**src/design/diag_status_consts.vh**
```
// constants for the diagnostic status flag block
`ifndef DIAG_STATUS_CONSTS_VH
`define DIAG_STATUS_CONSTS_VH

// ==========================================================
// clock and timing
`define CLK_PERIOD_NS      5
`define T_OVT_NS           50000
`define T_OVP_NS           10000
`define T_OVP_RST_NS       10000
`define T_AUTORESTART_NS   10000000
`define T_WDOG_NS          50000000

// ==========================================================
// serial frame layout
`define FRAME_BITS         6'h20
`define HEAD_BITS          6'h08
`define OP_WRITE           2'h0
`define OP_READ            2'h1
`define OP_READ_CLEAR      2'h2
`define ADDR_CTRL_FOUR     6'h04
`define ADDR_STATUS_ONE    6'h06

// ==========================================================
// status word fields
`define STATUS_RESET       24'h000001
`define UNMAPPED_WORD      24'h000001
`define BIT_OVER_TEMP      20
`define BIT_WARN_HIGH      19
`define BIT_WARN_LOW       18
`define BIT_LOGIC_FAIL     17
`define BIT_WDOG_PROG_HI   16
`define BIT_WDOG_PROG_LO   15
`define BIT_WDOG_FAULT     14
`define BIT_INPUT_UV       13
`define BIT_REG_FROM_OUT   11
`define BIT_NOT_GOOD       8
`define BIT_OVERVOLT       7
`define BIT_KICK           23

`endif

```
**src/design/diag_status_flags.v**
```verilog
// diagnostic status word with serial register access
//
// Functional notes
// over-temp latch set after filtered shutdown temperature
// active mode: latch holds converters off; conditional clear
// fallback: latch auto-cleared each restart period unless high warning is set
// high warning real-time, clears below low threshold
// low warning real-time with hysteresis clear
// logic supply fail flag forces fallback
// watchdog progress reports elapsed period quarter
// watchdog fault read-and-clear, forces fallback
// input undervoltage unless regulator from output
// regulator-from-output flag with hysteresis
// output-not-good, suppressed by converter disable
// overvoltage flag with set and reset filters
// overvoltage set blocked by disable or fault
// bit zero carries odd parity over word
// host toggles watchdog kick each period
// latched flag clears only after acknowledged command or fallback auto-restart
// status sampled once per read frame
`timescale 1ns/10ps
`include "diag_status_consts.vh"
module diag_status_flags #(
  parameter OVT_CYCLES     = (`T_OVT_NS + `CLK_PERIOD_NS - 1) / `CLK_PERIOD_NS,
  parameter OVP_CYCLES     = (`T_OVP_NS + `CLK_PERIOD_NS - 1) / `CLK_PERIOD_NS,
  parameter OVP_RST_CYCLES = (`T_OVP_RST_NS + `CLK_PERIOD_NS - 1) / `CLK_PERIOD_NS,
  parameter AR_CYCLES      = (`T_AUTORESTART_NS + `CLK_PERIOD_NS - 1) / `CLK_PERIOD_NS,
  parameter WD_CYCLES      = (`T_WDOG_NS + `CLK_PERIOD_NS - 1) / `CLK_PERIOD_NS
) (
  input  wire       clk_in,
  input  wire       reset_n_in,
  input  wire       sck_in,
  input  wire       cs_n_in,
  input  wire       sdi_in,
  input  wire       temp_ge_shutdown_in,
  input  wire       temp_ge_warn_high_in,
  input  wire       temp_ge_warn_low_in,
  input  wire       temp_ge_warn_low_hys_in,
  input  wire       logic_supply_uv_in,
  input  wire       input_le_uv_in,
  input  wire       input_above_uv_hys_in,
  input  wire       input_le_lv_in,
  input  wire       input_above_lv_hys_in,
  input  wire       output_ge_15v_in,
  input  wire       output_below_target_in,
  input  wire       fb_above_ov_on_in,
  input  wire       fb_below_ov_off_in,
  input  wire       output_pin_fault_in,
  input  wire [1:0] converter_disable_in,
  output reg        sdo_out,
  output reg        sdo_oe_out,
  output reg  [1:0] conv_enable_out,
  output reg        fallback_out
);
  // ==========================================================
  // input synchronisation
  wire [16:0] sync_bus;
  sync_2ff #(
    .WIDTH (17)
  ) u_sync (
    .clk_in     (clk_in),
    .reset_n_in (reset_n_in),
    .async_in   ({sck_in, ~cs_n_in, sdi_in, temp_ge_shutdown_in, temp_ge_warn_high_in,
                  temp_ge_warn_low_in, temp_ge_warn_low_hys_in, logic_supply_uv_in,
                  input_le_uv_in, input_above_uv_hys_in, input_le_lv_in,
                  input_above_lv_hys_in, output_ge_15v_in, output_below_target_in,
                  fb_above_ov_on_in, fb_below_ov_off_in, output_pin_fault_in}),
    .sync_out   (sync_bus)
  );

  wire s_sck        = sync_bus[16];
  // select is synchronised active high, so the cleared stages read as idle
  wire s_cs_n       = ~sync_bus[15];
  wire s_sdi        = sync_bus[14];
  wire s_tsd        = sync_bus[13];
  wire s_tw_high    = sync_bus[12];
  wire s_tw_low     = sync_bus[11];
  wire s_tw_low_hys = sync_bus[10];
  wire s_logic_uv   = sync_bus[9];
  wire s_in_uv      = sync_bus[8];
  wire s_in_uv_hys  = sync_bus[7];
  wire s_in_lv      = sync_bus[6];
  wire s_in_lv_hys  = sync_bus[5];
  wire s_out_15v    = sync_bus[4];
  wire s_out_low    = sync_bus[3];
  wire s_fb_on      = sync_bus[2];
  wire s_fb_off     = sync_bus[1];
  wire s_pin_fault  = sync_bus[0];
  wire any_disable  = |converter_disable_in;

  // ==========================================================
  // status flags
  reg        over_temp_latch;
  reg        thermal_warn_high;
  reg        thermal_warn_low;
  reg        logic_supply_fail;
  reg        wdog_fault;
  reg        input_undervoltage;
  reg        regulator_from_output;
  reg        output_not_good;
  reg        output_overvoltage;
  reg [1:0]  wdog_progress;
  reg [31:0] ovt_cnt;
  reg [31:0] ovp_cnt;
  reg [31:0] ovp_rst_cnt;
  reg [31:0] ar_cnt;
  reg [31:0] wd_cnt;

  // ==========================================================
  // serial frame state
  reg        sck_d;
  reg        cs_d;
  reg [5:0]  bit_cnt;
  reg [31:0] rx_shift;
  reg [23:0] tx_shift;
  reg [23:0] snap_word;
  reg        kick_prev;

  wire       sck_rise  = s_sck & ~sck_d;
  wire       sck_fall  = ~s_sck & sck_d;
  wire       frame_end = s_cs_n & ~cs_d;
  wire [7:0] head      = {rx_shift[6:0], s_sdi};
  // odd parity check on frame
  wire       frame_ok  = frame_end && (bit_cnt == `FRAME_BITS) && (^rx_shift);
  // clear only after acknowledged command
  wire       rc_ack    = frame_ok && (rx_shift[31:30] == `OP_READ_CLEAR) &&
                         (rx_shift[29:24] == `ADDR_STATUS_ONE);
  wire       kick_wr   = frame_ok && (rx_shift[31:30] == `OP_WRITE) &&
                         (rx_shift[29:24] == `ADDR_CTRL_FOUR);
  // toggled kick refreshes watchdog
  wire       wd_refresh = kick_wr && (rx_shift[`BIT_KICK] != kick_prev);
  // clear only what was reported
  wire       clr_ovt   = rc_ack & snap_word[`BIT_OVER_TEMP];
  wire       clr_wdf   = rc_ack & snap_word[`BIT_WDOG_FAULT];
  // supply fail enters fallback
  // watchdog fault enters fallback
  wire       fallback  = logic_supply_fail | wdog_fault;

  // ==========================================================
  // assembled status word
  wire [23:1] word_body = {3'h0, over_temp_latch, thermal_warn_high, thermal_warn_low,
                           logic_supply_fail, wdog_progress, wdog_fault,
                           input_undervoltage, 1'b0, regulator_from_output, 2'h0,
                           output_not_good, output_overvoltage, 6'h00};
  // odd parity generation
  wire [23:0] status_word = {word_body, ~(^word_body)};

  // ==========================================================
  // filter and watchdog events
  wire ovt_set = s_tsd && (ovt_cnt == OVT_CYCLES);
  wire ovp_set = s_fb_on && (ovp_cnt == OVP_CYCLES);
  wire ovp_rst = s_fb_off && (ovp_rst_cnt == OVP_RST_CYCLES);
  wire ar_tick = (ar_cnt == AR_CYCLES - 1);
  wire wd_exp  = (wd_cnt == WD_CYCLES - 1);

  reg next_ovt;
  reg next_wdf;
  reg next_ovp;
  always @* begin
    next_ovt = over_temp_latch;
    // clear only below high warning
    if (clr_ovt && !s_tw_high) begin
      next_ovt = 1'b0;
    end
    // auto restart in fallback
    if (fallback && over_temp_latch && ar_tick) begin
      next_ovt = s_tw_high;
    end
    // filtered shutdown sets latch
    if (ovt_set) begin
      next_ovt = 1'b1;
    end
    next_wdf = wdog_fault;
    if (clr_wdf) begin
      next_wdf = 1'b0;
    end
    // expiry in active mode sets fault
    if (wd_exp && !fallback) begin
      next_wdf = 1'b1;
    end
    next_ovp = output_overvoltage;
    // reset filter clears flag
    if (ovp_rst) begin
      next_ovp = 1'b0;
    end
    // set blocked by disable or pin fault
    if (ovp_set && !any_disable && !s_pin_fault) begin
      next_ovp = 1'b1;
    end
  end

  // ==========================================================
  // flag registers
  always @(posedge clk_in or negedge reset_n_in) begin
    if (!reset_n_in) begin
      over_temp_latch       <= 1'b0;
      thermal_warn_high     <= 1'b0;
      thermal_warn_low      <= 1'b0;
      logic_supply_fail     <= 1'b0;
      wdog_fault            <= 1'b0;
      input_undervoltage    <= 1'b0;
      regulator_from_output <= 1'b0;
      output_not_good       <= 1'b0;
      output_overvoltage    <= 1'b0;
      wdog_progress         <= 2'h0;
      ovt_cnt               <= 32'h0;
      ovp_cnt               <= 32'h0;
      ovp_rst_cnt           <= 32'h0;
      ar_cnt                <= 32'h0;
      wd_cnt                <= 32'h0;
      conv_enable_out       <= 2'h0;
      fallback_out          <= 1'b0;
    end else begin
      over_temp_latch    <= next_ovt;
      wdog_fault         <= next_wdf;
      output_overvoltage <= next_ovp;
      // shutdown filter counter
      ovt_cnt <= !s_tsd ? 32'h0 : (ovt_cnt == OVT_CYCLES) ? ovt_cnt : ovt_cnt + 32'h1;
      // overvoltage set and reset filters
      ovp_cnt <= !s_fb_on ? 32'h0 : (ovp_cnt == OVP_CYCLES) ? ovp_cnt : ovp_cnt + 32'h1;
      ovp_rst_cnt <= !s_fb_off ? 32'h0 :
                     (ovp_rst_cnt == OVP_RST_CYCLES) ? ovp_rst_cnt : ovp_rst_cnt + 32'h1;
      // restart timer runs while latched in fallback
      if (!(fallback && over_temp_latch) || ar_tick) begin
        ar_cnt <= 32'h0;
      end else begin
        ar_cnt <= ar_cnt + 32'h1;
      end
      // high warning with clear below low threshold
      if (s_tw_high) begin
        thermal_warn_high <= 1'b1;
      end else if (!s_tw_low) begin
        thermal_warn_high <= 1'b0;
      end
      // low warning with hysteresis
      if (s_tw_low) begin
        thermal_warn_low <= 1'b1;
      end else if (!s_tw_low_hys) begin
        thermal_warn_low <= 1'b0;
      end
      // logic supply real-time flag
      logic_supply_fail <= s_logic_uv;
      // regulator source with hysteresis
      if (s_in_lv && s_out_15v) begin
        regulator_from_output <= 1'b1;
      end else if (s_in_lv_hys || !s_out_15v) begin
        regulator_from_output <= 1'b0;
      end
      // undervoltage masked by output supply
      if (regulator_from_output || s_in_uv_hys) begin
        input_undervoltage <= 1'b0;
      end else if (s_in_uv) begin
        input_undervoltage <= 1'b1;
      end
      // not-good suppressed by disable
      output_not_good <= s_out_low & ~any_disable;
      // watchdog held in fallback, refreshed by a kick toggle
      if (fallback || wd_refresh || wd_exp) begin
        wd_cnt <= 32'h0;
      end else begin
        wd_cnt <= wd_cnt + 32'h1;
      end
      // quarter of period elapsed
      if (wd_cnt < WD_CYCLES / 4) begin
        wdog_progress <= 2'h0;
      end else if (wd_cnt < WD_CYCLES / 2) begin
        wdog_progress <= 2'h1;
      end else if (wd_cnt < (WD_CYCLES / 4) * 3) begin
        wdog_progress <= 2'h2;
      end else begin
        wdog_progress <= 2'h3;
      end
      // latch holds both converters off
      conv_enable_out <= ~converter_disable_in & {2{~over_temp_latch & ~s_pin_fault}};
      fallback_out    <= fallback;
    end
  end

  // ==========================================================
  // serial shift logic, mode 0, msb first
  // sck is sampled, so it must stay well below a quarter of clk_in
  always @(posedge clk_in or negedge reset_n_in) begin
    if (!reset_n_in) begin
      sck_d      <= 1'b0;
      cs_d       <= 1'b1;
      bit_cnt    <= 6'h00;
      rx_shift   <= 32'h0;
      tx_shift   <= 24'h0;
      snap_word  <= `STATUS_RESET;
      kick_prev  <= 1'b0;
      sdo_out    <= 1'b0;
      sdo_oe_out <= 1'b0;
    end else begin
      sck_d <= s_sck;
      cs_d  <= s_cs_n;
      if (s_cs_n) begin
        bit_cnt    <= 6'h00;
        sdo_oe_out <= 1'b0;
        sdo_out    <= 1'b0;
      end else begin
        sdo_oe_out <= 1'b1;
        if (sck_rise) begin
          rx_shift <= {rx_shift[30:0], s_sdi};
          if (bit_cnt != 6'h3f) begin
            bit_cnt <= bit_cnt + 6'h01;
          end
          // one snapshot per frame after the header
          if (bit_cnt == `HEAD_BITS - 6'h01) begin
            snap_word <= status_word;
            tx_shift  <= (head[5:0] == `ADDR_STATUS_ONE) ? status_word : `UNMAPPED_WORD;
          end
        end else if (sck_fall && bit_cnt >= `HEAD_BITS && bit_cnt < `FRAME_BITS) begin
          sdo_out  <= tx_shift[23];
          tx_shift <= {tx_shift[22:0], 1'b0};
        end
      end
      if (kick_wr) begin
        kick_prev <= rx_shift[`BIT_KICK];
      end
    end
  end
endmodule

```
**src/design/sync_2ff.v**
```verilog
// two flip-flop synchroniser for asynchronous inputs
`timescale 1ns/10ps
module sync_2ff #(
  parameter WIDTH = 1
) (
  input  wire             clk_in,
  input  wire             reset_n_in,
  input  wire [WIDTH-1:0] async_in,
  output reg  [WIDTH-1:0] sync_out
);
  reg [WIDTH-1:0] meta;

  // ==========================================================
  // first stage feeds only the second
  always @(posedge clk_in or negedge reset_n_in) begin
    if (!reset_n_in) begin
      meta     <= {WIDTH{1'b0}};
      sync_out <= {WIDTH{1'b0}};
    end else begin
      meta     <= async_in;
      sync_out <= meta;
    end
  end
endmodule

```
**config.mk**
```make
export PLATFORM = sky130hd
export DESIGN_NAME = diag_status_flags
export DESIGN_NICKNAME = d
export VERILOG_FILES = /design/src/design/diag_status_flags.v /design/src/design/sync_2ff.v
export VERILOG_INCLUDE_DIRS = /design/src /design/src/design
export SDC_FILE = /design/constraint.sdc
export NUM_CORES = 1
export LEC_CHECK = 0
export BUFFER_PORTS_ARGS = -buffer_cell sky130_fd_sc_hd__buf_2
export CAP_MARGIN = 10
export CORE_MARGIN = 2
export CORE_UTILIZATION = 60
export CTS_CLUSTER_DIAMETER = 30
export CTS_CLUSTER_SIZE = 12
export DETAILED_ROUTE_END_ITERATION = 8
export GPL_TIMING_DRIVEN = 0
export PLACE_DENSITY = 0.87
export SLEW_MARGIN = 40
export SYNTH_ARGS = -nofsm -noshare
export SYNTH_HDL_FRONTEND = slang
export SYNTH_SLANG_ARGS = --single-unit
```
**constraint.sdc**
```tcl
create_clock -name clk_in -period 5.6 [get_ports clk_in]
set_clock_uncertainty 0.05 [all_clocks]
set_input_delay 0 -clock clk_in [delete_from_list [all_inputs] [get_ports clk_in]]
set_output_delay 0 -clock clk_in [all_outputs]
set_load 0.005 [all_outputs]
```
# == Word level (Yosys, flattened, before mapping) ==
# Index checks and enable logic that the tools add are counted.
# Widths: inputs -> output; s select.
# totals
reg_bits,287
in_bits,21
word_cells,163
# op_classes
n_addsub,6
n_lt_le_gt_ge,5
eq_ne,23
muxes,37
n_bitwise,19
reduce_logical,45
# ops
operator,n
$mux 32,8
$add 32x1->32 const B,5
$mux 24,3
$eq 32x11->1 const B,2
$lt 32x23->1 const B,2
$eq 32x14->1 const B,1
$eq 32x21->1 const B,1
$eq 32x24->1 const B,1
$lt 32x22->1 const B,1
$reduce_xor 32->1,1
$eq 6x3->1 const B,4
$reduce_xor 23->1,1
$mux 21,1
$mux 1,20
$logic_and 1x1->1,19
$mux 6,3
$ne 2x2->1 const B,7
$reduce_bool 2->1,5
$not 1->1,9
$and 1x1->1,7
$add 6x1->6 const B,1
$eq 6x6->1 const B,1
$ge 6x4->1 const B,1
$logic_not 1->1,6
15 further kinds,25

# == Logic depth before layout (Yosys ltp) ==
# Gate-level depths: netlist of the first run.
# depth
ltp_word,11
depth_mapped,9
depth_no_buf,8

# == By module ==
# Synthesis of the first run repeated with hierarchy kept, for this count alone.
# hier_totals
cells_unflattened,1245
hier_area_um2,12988.7
# by_module_without_submodules
mod,instances,cells_per_inst,area_per_inst_um2,seq_area_each_um2
diag_status_flags,1,1211,12137.9,6082.1
sync_2ff,1,34,850.8,850.8

# == Least setup slack after synthesis of the first run ==
# No wires, ideal clock.
# synth_path
path_kind,flip-flop to flip-flop
startpoint,reg rx_shift[26]
endpoint,reg wd_cnt[23]
arrival_ns,2.209
setup_slack_ns,3.222
path_stages_with_launch,9
n_path_buf,1
path_cell_list,dfrtp_1 ha_1 xnor2_1 xnor2_1 xnor3_1 xnor3_2 o31ai_4 buf_6 nor2_1
# synth_via
elab_chain_cells,8
word_cells_on_any_way,9
classes_between,eq/ne (1); mux (1); reduce/logical (7)
# synth_lines
element,line,text
start: declaration,diag_status_flags.v:114,reg [31:0] rx_shift;
start signal: assignment,diag_status_flags.v:303,"rx_shift <= {rx_shift[30:0], s_sdi};"
$reduce_xor 32->1,diag_status_flags.v:124,wire frame_ok = frame_end && (bit_cnt == `FRAME_BITS) && (^rx_shift);
$logic_and 1x1->1,diag_status_flags.v:124,
$logic_and 1x1->1,diag_status_flags.v:128,wire kick_wr = frame_ok && (rx_shift[31:30] == `OP_WRITE) &&
$logic_and 1x1->1 (*),diag_status_flags.v:128,
$logic_and 1x1->1 (*),diag_status_flags.v:131,wire wd_refresh = kick_wr && (rx_shift[`BIT_KICK] != kick_prev);
$logic_or 1x1->1 (*) (2 in series),diag_status_flags.v:258,if (fallback || wd_refresh || wd_exp) begin
$mux 32 (*),diag_status_flags.v:258,
end signal: assignment,diag_status_flags.v:261,wd_cnt <= wd_cnt + 32'h1;
end: declaration,diag_status_flags.v:107,reg [31:0] wd_cnt;
# Mark *: on every way between the ends. The rest lies on a longest branch, timed or not.
# A chain may end at the register's enable or synchronous reset.

# == Final worst setup path of the first run ==
# layout_path
startpoint,reg rx_shift[26]
endpoint,reg wd_cnt[8]
# The elaborated chain is that of the path after synthesis.

==> results of run 1 <==
==> tightest hold or removal path, delay by kind of cell <==
family   cells  cell delay (ps)
buf+inv      3             1020
==> layer usage <==
layer	wire (µm)	part of all wire
met1	11500	0.42
met3	1120	0.041
met4	809	0.029
met5	0	0
met2	14000	0.51
==> repair_timing <==
action                                 4_1_cts  5_1_grt
gates resized for setup                      0        0
hold buffers                                21        0
endpoints found under the hold margin      237        0
==> cells by family after synthesis <==
family                   synth area share
XOR/XNOR                            0.126
multiplexers                       0.0275
AO/OA/AOI/OAI                      0.0362
flip-flops                          0.537
AND/OR/NAND/NOR                     0.236
buffers and inverters              0.0209
adder cells (fa/ha/maj)            0.0155
==> cells in the final DEF (no fill, tap or decap), types with 26 or more instances in the layout <==
master                      netlist  layout
sky130_fd_sc_hd__nand2_1        106     106
sky130_fd_sc_hd__and3_1          33      33
sky130_fd_sc_hd__nand3_1         96      96
sky130_fd_sc_hd__dfrtp_1        276     276
sky130_fd_sc_hd__buf_2            2      26
sky130_fd_sc_hd__clkbuf_16        0      55
sky130_fd_sc_hd__clkbuf_1        34      35
sky130_fd_sc_hd__nand4_1         37      37
sky130_fd_sc_hd__xnor2_1        112     112
sky130_fd_sc_hd__nor2_1         114     114
sky130_fd_sc_hd__and2_1          78      78
sky130_fd_sc_hd__mux2_2          28      28
sky130_fd_sc_hd__xor2_1          67      67
==> cell usage after synthesis, types with 3 or more instances <==
cell type / count / area [µm²]
sky130_fd_sc_hd__a21boi_0: 10 / 75.1
sky130_fd_sc_hd__a21o_1: 3 / 22.5
sky130_fd_sc_hd__a21oi_1: 6 / 30.0
sky130_fd_sc_hd__a31oi_1: 12 / 75.1
sky130_fd_sc_hd__and2_1: 78 / 488
sky130_fd_sc_hd__and3_1: 33 / 206
sky130_fd_sc_hd__and4_1: 11 / 96.3
sky130_fd_sc_hd__buf_6: 3 / 33.8
sky130_fd_sc_hd__clkbuf_1: 34 / 128
sky130_fd_sc_hd__dfrtp_1: 276 / 6910
sky130_fd_sc_hd__ha_1: 16 / 200
sky130_fd_sc_hd__inv_1: 25 / 93.8
sky130_fd_sc_hd__mux2_2: 28 / 315
sky130_fd_sc_hd__mux2i_1: 4 / 40.0
sky130_fd_sc_hd__nand2_1: 106 / 398
sky130_fd_sc_hd__nand2b_1: 3 / 18.8
sky130_fd_sc_hd__nand3_1: 96 / 480
sky130_fd_sc_hd__nand4_1: 37 / 231
sky130_fd_sc_hd__nor2_1: 114 / 428
sky130_fd_sc_hd__nor2b_1: 17 / 106
sky130_fd_sc_hd__nor3_1: 25 / 125
sky130_fd_sc_hd__nor3b_1: 3 / 22.5
sky130_fd_sc_hd__nor4_1: 24 / 150
sky130_fd_sc_hd__nor4b_1: 13 / 114
sky130_fd_sc_hd__o21a_1: 4 / 30.0
sky130_fd_sc_hd__o21ai_0: 19 / 95.1
sky130_fd_sc_hd__o31ai_1: 5 / 37.5
sky130_fd_sc_hd__or3_1: 11 / 68.8
sky130_fd_sc_hd__xnor2_1: 112 / 981
sky130_fd_sc_hd__xor2_1: 67 / 587
==> sequential cells by signal, indices dropped and copies added, names as in the netlist, 6 cells and up <==
| register | flops |
|---|---|
| ovp_rst_cnt | 32 |
| wd_cnt | 32 |
| ovt_cnt | 32 |
| ar_cnt | 32 |
| tx_shift | 24 |
| u_sync.sync_out | 17 |
| bit_cnt | 6 |
| ovp_cnt | 32 |
| u_sync.meta | 17 |
| rx_shift | 32 |
==> cell type report <==
type	instances	area, µm²
buffer	39	171
clock buffer	58	1410
clock inverter	44	532
fill	1294	5450
inverter	26	97.6
multi-input combinational	881	5700
sequential	277	6930
tap	275	344
timing repair buffer	49	445
==> metrics by stage <==
step | TNS, ps | total power [mW] | hold slack [ps]
after global placement | -101460 | 2.50 | 57.3
after floorplan | 0 | 2.40 | -346
after global routing | 0 | 6.06 | 29.5
after CTS | 0 | 5.92 | 16.3
final | 0 | 5.88 | 32.7
after detailed placement | 0 | 2.51 | -55.2
==> report_power, final <==
group          internal, mW  switching [mW]  total [mW]  leakage (nW)
clock                  2.19            1.18        3.37         0.934
combinational         0.196           0.200       0.396          2.29
sequential             2.06          0.0546        2.11          3.75
==> worst paths after layout <==
kind                       slack [ps]                            to  cells past startpoint                     start
max in group asynchronous        4810      rx_shift[11]$_DFFE_PN0P_                      4                reset_n_in
min in group clk_in                30     u_sync.meta[14]$_DFF_PN0_                      2                    sdi_in
min                                30       ovp_cnt[20]$_DFFE_PN0P_                      3                reset_n_in
max reg2reg                      2930           wd_cnt[8]$_DFF_PN0_                      8  rx_shift[26]$_DFFE_PN0P_
min reg2reg                       300  u_sync.sync_out[8]$_DFF_PN0_                      0  u_sync.meta[8]$_DFF_PN0_
max                              2930           wd_cnt[8]$_DFF_PN0_                      8  rx_shift[26]$_DFFE_PN0P_
==> flow_summary.yaml, run 1 <==
hold_path:
  hold_class: "in -> async"
placement:
  gpl.final_weighted_congestion: 0.870
  dpl.hpwl_um: 16100
  numPlacedInstances: 1526
  numPortBuffers: 25
  place_area_mm2: 0.0135
  place_worst_setup_slack_ps: 2980
critical_path:
  cp.arrival_ps: 3060
  cp_common_cell: "sky130_fd_sc_hd__xnor2_1"
  kind_of_capture_point_of_the_worst_setup_path: "flop"
  cp_cell_sequence: "ha_1, xnor2_1, xnor2_1, xnor3_1, xnor3_2, o31ai_4, buf_6, nor2_1"
  worst-setup-path-type: "reg -> reg"
  critical_path.slowest_cell: "sky130_fd_sc_hd__xnor3_1"
  worst-path-max-fanout: 10
  cp.required_ps: 5980
  worstPathBufferInverterCount: 1
  worst_path_dominant_cell_family: "XOR/XNOR gates"
  slowest_delay_ps: 460
  timing.critical_path.from_type: "flop"
global_routing:
  grt_pass1_wl_um: 46900
  grt.overflow.total: 0
  global_route.usage.met3: 0.0439
  grt_use_met1: 0.319
  grt_busiest_layer: "met2"
  grt_use_met2: 0.449
  grt_antenna_before_repair: 0
  vias_in_the_first_global_route: 9775
  track_usage: 0.255
  pin_count_of_the_biggest_net_entering_global_routing: 79
logic_synthesis:
  dominantRegCellSynth: "sky130_fd_sc_hd__dfrtp_1"
  syn-num-nets: 1260
  synth_area_mm2: 0.0129
  synth_sequential_area_ratio: 0.537
  synth-async-reset-ratio: 1.00
  synthesis.area_per_instance_um2: 10.5
  syn-instance-count: 1223
  synthesis.yosys.warnings: 0
  number_of_different_library_cells_in_the_post_synthesis_netlist: 52
  synth-edff-count: 0
  yosys_register_bits: 277
finish:
  area_growth_pct: 21.2
  final_area_mm2: 0.0156
  finish.utilization: 0.741
  final_cell_count_no_fill: 1649
  antenna_cells_inserted: 0
  fraction_of_layout_cells_with_a_size_suffix_above_1: 0.127
  nNetsFinal: 1365
sta:
  fin_crit_ps: 2670
  worst-slew-pin-transition_ps: 757
  final_critical_path_setup_slack_ps: 2930
  period_share: 0.477
  final_max_slew_viol_count: 0
  fmaxAchievable_mhz: 374
  hold_violations: 0
  unrepaired_setup_endpoints_after_global_routing: "no"
  max-slew-margin-rel: 0.491
  setup-violations-final: 0
clocking:
  numCtsBuffers: 54
  clk_latency_ps: 560
  htree_levels: 2
  clk_pin_slew_worst_paths_ps: 60
  postCtsSetupBuffers: 0
  cts.sinks: 277
  cts_root_buffer: "sky130_fd_sc_hd__clkbuf_16"
  clock_tree_from_tritoncts: "built"
  cts_buffer_depth: 3
floorplan:
  chipWidth_um: 151
  std_cell_rows: 53
  starting_utilization_of_the_core_area: 0.612
  fp.coreArea_mm2: 0.0211
  floorplan.die.height_um: 151
  ios: 26
  total_die_area_mm2: 0.0227
detailed_routing:
  routed-via-count: 9316
  postRouteWirelength_um: 27400
  drcViolationCount: 0
  drt_iter0_markers: 657
  post_drt_wl_per_cell_um: 16.6
  first_pass_iters: 5
  ratio_of_routed_vias_to_standard_cells: 5.65
  postRouteAntennaNets: 0
power_and_ir_drop:
  peak_supply_drop_v: 0.000254
  powerDensity_mw_per_mm2: 376
  static-leakage-power_nw: 6.97
run_status:
  status: "finished clean"
flow_run:
  drv_cap: 0
Power figures use the tool's default switching activity.
==> inputs of run 2 (changes only) <==
clock period = 2.5 ns   (was 5.6 ns; I/O delays follow)
==> run 2 against run 1 <==
  * The run now ends with negative setup slack left
  * Clock power increased by 120%
  * Sequential share of layout area decreased by 0.60 points
  * Final cell count increased by 0.36%
  * Via count increased by 3.1%
  * Combinational power increased by 150%
  * Critical path depth increased by 1
  * Sequential power increased by 120%
  * Cell area increased by 1.4%
  * Core utilization increased by 1.1 points
==> flow_summary.yaml, run 2 (synthesized netlist as in run 1, its figures left out) <==
finish:
  layout_common_cells: "273 x sky130_fd_sc_hd__dfrtp_1, 111 x sky130_fd_sc_hd__xnor2_1, 106 x sky130_fd_sc_hd__nand2_1"
  area_growth_pct: 22.9
  final_area_mm2: 0.0159
  antenna_cells_inserted: 0
  nNetsFinal: 1371
  final_common_cell: "sky130_fd_sc_hd__dfrtp_1"
  fraction_of_layout_cells_with_a_size_suffix_above_1: 0.151
critical_path:
  worst-setup-path-type: "reg -> reg"
  worst-path-max-fanout: 7
  worstPathBufferInverterCount: 2
  kind_of_capture_point_of_the_worst_setup_path: "flop"
  worst_path_dominant_cell_family: "XOR/XNOR gates"
  slowest_delay_ps: 460
  timing.critical_path.from_type: "flop"
  cp.required_ps: 2890
  cp.arrival_ps: 2960
  critical_path.slowest_cell: "sky130_fd_sc_hd__xnor3_2"
  cp_cell_sequence: "ha_4, xnor2_2, xnor2_1, xnor3_1, xnor3_2, o31ai_4, buf_6, buf_8, nor2_1"
detailed_routing:
  post_drt_wl_per_cell_um: 17.5
  first_pass_iters: 5
  drt_iter0_markers: 724
  drcViolationCount: 0
  ratio_of_routed_vias_to_standard_cells: 5.80
  postRouteAntennaNets: 0
  routed-via-count: 9603
  postRouteWirelength_um: 29000
global_routing:
  vias_in_the_first_global_route: 9844
  grt_antenna_before_repair: 0
  grt.overflow.total: 0
  grt_pass1_wl_um: 47100
  pin_count_of_the_biggest_net_entering_global_routing: 79
  track_usage: 0.256
power_and_ir_drop:
  share_clk_of_total_power: 0.570
  static-leakage-power_nw: 7.01
  comb_power_share: 0.073
  cell_int_power_mw: 10.0
  total_power_mw: 13.3
  sw_frac_of_total: 0.246
  power.switching_mw: 3.27
  powerDensity_mw_per_mm2: 837
  power.share.sequential: 0.357
  peak_supply_drop_v: 0.000565
placement:
  dpl.hpwl_um: 16100
  numPortBuffers: 25
  gpl.final_weighted_congestion: 0.870
  place_area_mm2: 0.0135
sta:
  period_share: 1.03
  final_max_slew_viol_count: 0
  fin_setup_tns_ps: -1330
  fin_crit_ps: 2560
  final_critical_path_setup_slack_ps: -64.5
  worst-slew-pin-transition_ps: 769
  unrepaired_setup_endpoints_after_global_routing: "yes"
  max-slew-margin-rel: 0.482
  fmaxAchievable_mhz: 390
  hold_violations: 0
  setup-violations-final: 31
floorplan:
  ios: 26
  fp.coreArea_mm2: 0.0211
  total_die_area_mm2: 0.0227
  chipWidth_um: 151
  floorplan.die.height_um: 151
  starting_utilization_of_the_core_area: 0.612
  std_cell_rows: 53
flow_run:
  drv_cap: 0
hold_path:
  hold_class: "in -> reg"
run_status:
  status: "finished, violations left"
  failed_checks: "negative setup slack"
clocking:
  cts_buffer_depth: 3
  cts.sinks: 277
  clock_tree_from_tritoncts: "built"
  htree_levels: 2
  cts_root_buffer: "sky130_fd_sc_hd__clkbuf_16"
  numCtsBuffers: 54
  clk_latency_ps: 560
  clk_pin_slew_worst_paths_ps: 50
## run 2: cell types whose count changed in the layout (fill, tap and decap cells not counted), sizes merged
cell | previous run | this run
clkbuf | 92 | 93
dlygate4sd3 | 20 | 21
buf | 34 | 38
## run 2: metrics by stage
stage / instances / worst slack [ps] / hold WS [ps] / util
4_1_cts: 1652 / -5.73 / 16.3 / 0.742
2_1_floorplan: 1223 / 122 / -346 / -
3_5_place_dp: 1526 / -121 / -55.2 / 0.639
6_report: 1655 / -64.5 / 33.3 / 0.752
5_1_grt: 1655 / -218 / 29.3 / 0.752
3_3_place_gp: 1523 / -3490 / 57.3 / 0.634
## run 2: per-layer routing
layer / GRT usage / vias to the layer above / share of wire
li1: - / 4437 / -
met1: 0.318 / 4757 / 0.41
met2: 0.449 / 322 / 0.51
met3: 0.0455 / 87 / 0.048
met4: 0.0953 / 0 / 0.031
met5: 0 / - / 0
## run 2: timing repair
action,CTS,global route
gates resized for setup,3,40
cloned,0,2
hold endpoints to repair,237,0
endpoints found under the setup margin,33,57
hold buffers,21,0
pin swaps,5,15
setup buffers,3,2
## run 2: final timing paths
| check | start | endpoint | slack (ps) | depth (start not counted) |
|---|---|---|---|---|
| max in group asynchronous | reset_n_in | rx_shift[26]$_DFFE_PN0P_ | 810 | 5 |
| setup reg to reg | rx_shift[26]$_DFFE_PN0P_ | wd_cnt[17]$_DFF_PN0_ | -60 | 9 |
| min in group asynchronous | reset_n_in | ovp_cnt[7]$_DFFE_PN0P_ | 490 | 3 |
| hold / removal | sdi_in | u_sync.meta[14]$_DFF_PN0_ | 30 | 2 |
| hold reg to reg | u_sync.meta[8]$_DFF_PN0_ | u_sync.sync_out[8]$_DFF_PN0_ | 300 | 0 |
| setup / recovery | rx_shift[26]$_DFFE_PN0P_ | wd_cnt[17]$_DFF_PN0_ | -60 | 9 |
## run 2: final cells by class
type | instances | area, µm²
timing repair buffer | 56 | 519
buffer | 38 | 175
multi-input combinational | 881 | 5840
sequential | 277 | 6940
inverter | 26 | 97.6
tap | 275 | 344
clock inverter | 44 | 532
fill | 1247 | 5230
clock buffer | 58 | 1410
## run 2: power groups by stage
stage,logic (mW),registers (mW),clock network [mW]
after floorplan,0.612,4.76,0
after global placement,0.809,4.79,0
after detailed placement,0.832,4.80,0
after CTS,0.986,4.73,7.63
after global routing,1.05,4.74,7.87
final,0.975,4.74,7.56
==> inputs of run 3 (changes only) <==
REMOVE_ABC_BUFFERS = 1   (was not set)
==> run 3 against run 2 <==
  * The run still ends with negative setup slack left
  * Clock power is 13% lower
  * Fmax is 0.48% lower
  * Die area stayed put
  * Core utilization is 1.7 points lower
  * First-iteration DRC count is 27% higher
  * Hold slack better by 12 ps
  * Global-route usage is 0.66 points higher
  * Flip-flop and latch count stayed put
  * Total power is 6.9% lower
  * Final cell count is 2.7% lower
  * Critical endpoint is now wd_cnt[12]$_DFF_PN0_
  * Largest cell class unchanged
  * Largest power group unchanged
==> flow_summary.yaml, run 3 (synthesized netlist as in run 1, its figures left out) <==
sta:
  final_critical_path_setup_slack_ps: -76.9
  final_max_slew_viol_count: 0
  unrepaired_setup_endpoints_after_global_routing: "yes"
  max-slew-margin-rel: 0.484
  fmaxAchievable_mhz: 388
  setup-violations-final: 33
  period_share: 1.03
  worst-slew-pin-transition_ps: 763
  fin_crit_ps: 2580
  fin_setup_tns_ps: -1600
  hold_violations: 0
critical_path:
  critical_path.slowest_cell: "sky130_fd_sc_hd__xnor3_2"
  cp.arrival_ps: 2950
  regToRegSetupSlack_ps: -80
  kind_of_capture_point_of_the_worst_setup_path: "flop"
  cp.required_ps: 2870
  worst-setup-path-type: "reg -> reg"
  cp_cell_sequence: "inv_2, ha_4, xnor2_4, xnor2_2, xnor2_1, xnor3_2, o31ai_4, buf_8, buf_4, nor2_1"
  slowest_delay_ps: 490
  worst-path-max-fanout: 4
  timing.critical_path.from_type: "flop"
floorplan:
  total_die_area_mm2: 0.0227
  ios: 26
  std_cell_rows: 53
  chipWidth_um: 151
  starting_utilization_of_the_core_area: 0.612
  floorplan.die.height_um: 151
  fp.coreArea_mm2: 0.0211
finish:
  antenna_cells_inserted: 0
  layout_common_cells: "272 x sky130_fd_sc_hd__dfrtp_1, 110 x sky130_fd_sc_hd__nor2_1, 107 x sky130_fd_sc_hd__xnor2_1"
  area_growth_pct: 20.2
  nNetsFinal: 1334
  fraction_of_layout_cells_with_a_size_suffix_above_1: 0.153
  final_area_mm2: 0.0155
  final_common_cell: "sky130_fd_sc_hd__dfrtp_1"
global_routing:
  grt_pass1_wl_um: 48200
  grt_busiest_layer: "met2"
  grt_antenna_before_repair: 0
  grt_use_met2: 0.440
  grt.overflow.total: 0
  pin_count_of_the_biggest_net_entering_global_routing: 78
  track_usage: 0.263
  grt_use_met1: 0.333
  global_route.usage.met3: 0.0515
  vias_in_the_first_global_route: 9895
placement:
  numPortBuffers: 25
  dpl.hpwl_um: 15900
  gpl.final_weighted_congestion: 0.832
  place_area_mm2: 0.0134
detailed_routing:
  postRouteAntennaNets: 0
  ratio_of_routed_vias_to_standard_cells: 5.93
  drcViolationCount: 0
  drt_iter0_markers: 921
  routed-via-count: 9559
  post_drt_wl_per_cell_um: 18.2
  postRouteWirelength_um: 29300
  first_pass_iters: 6
run_status:
  status: "finished, violations left"
  failed_checks: "negative setup slack"
power_and_ir_drop:
  powerDensity_mw_per_mm2: 797
  total_power_mw: 12.3
  static-leakage-power_nw: 6.87
  peak_supply_drop_v: 0.000760
clocking:
  cts.sinks: 277
  cts_buffer_depth: 3
  clk_pin_slew_worst_paths_ps: 50
  numCtsBuffers: 48
  clk_latency_ps: 540
  htree_levels: 2
  cts_root_buffer: "sky130_fd_sc_hd__clkbuf_16"
  clock_tree_from_tritoncts: "built"
flow_run:
  drv_cap: 0
hold_path:
  hold_class: "in -> reg"
==> run 3: where the power goes <==
group	switching (mW)	total, mW	internal, mW
sequential	0.145	4.75	4.61
clock	2.45	6.61	4.16
combinational	0.476	0.984	0.508
==> run 3: per-layer routing <==
| layer | part of all wire | routed length [µm] |
|---|---|---|
| met5 | 0 | 0 |
| met2 | 0.51 | 14800 |
| met3 | 0.053 | 1560 |
| met1 | 0.40 | 11600 |
| met4 | 0.044 | 1280 |
==> run 3: final cells by class <==
type	instances	area (µm²)
flip-flops and latches	277	6940
multi-input cells	881	5900
fillers	1304	5590
clock buffers	54	1310
repair buffers	63	552
clock inverters	35	360
well taps	275	344
inverters	26	97.6
==> run 3: final timing paths <==
path | to | start | depth (start not counted)
worst max register to register | wd_cnt[12]$_DFF_PN0_ | rx_shift[25]$_DFFE_PN0P_ | 10
worst max-delay path | wd_cnt[12]$_DFF_PN0_ | rx_shift[25]$_DFFE_PN0P_ | 10
worst min register to register | u_sync.sync_out[2]$_DFF_PN0_ | u_sync.meta[2]$_DFF_PN0_ | 0
worst min-delay path | u_sync.meta[10]$_DFF_PN0_ | temp_ge_warn_low_hys_in | 2
min in group asynchronous | ovt_cnt[8]$_DFFE_PN0N_ | reset_n_in | 3
max in group asynchronous | cs_d$_DFF_PN1_ | reset_n_in | 6
==> run 3: what timing repair did <==
action,4_1_cts,5_1_grt
endpoints found under the setup margin,60,65
endpoints found under the hold margin,156,0
buffers inserted,5,2
hold buffers,21,0
cloned,1,0
gates resized for setup,8,28
pin swaps,7,6
==> run 3: worst max-delay path: cells and delay by family, from the launching register on <==
kind                       cells  cell delay (ps)
AOI/OAI and AO/OA              1              350
xor gates and xnor gates       4              950
adders and majority gates      1              230
buffers and inverters          3              400
DFF                            1              410
and+or+nand+nor                1               50
==> run 3: through the flow <==
step | utilization | setup slack, ps | cells | hold slack, ps
2_1_floorplan | - | -668 | 1184 | -346
3_3_place_gp | 0.626 | -3500 | 1484 | 57.5
3_5_place_dp | 0.633 | -817 | 1493 | -68.2
4_1_cts | 0.727 | 11.2 | 1609 | 28.3
5_1_grt | 0.735 | -187 | 1611 | 37.5
6_report | 0.735 | -76.9 | 1611 | 45.3
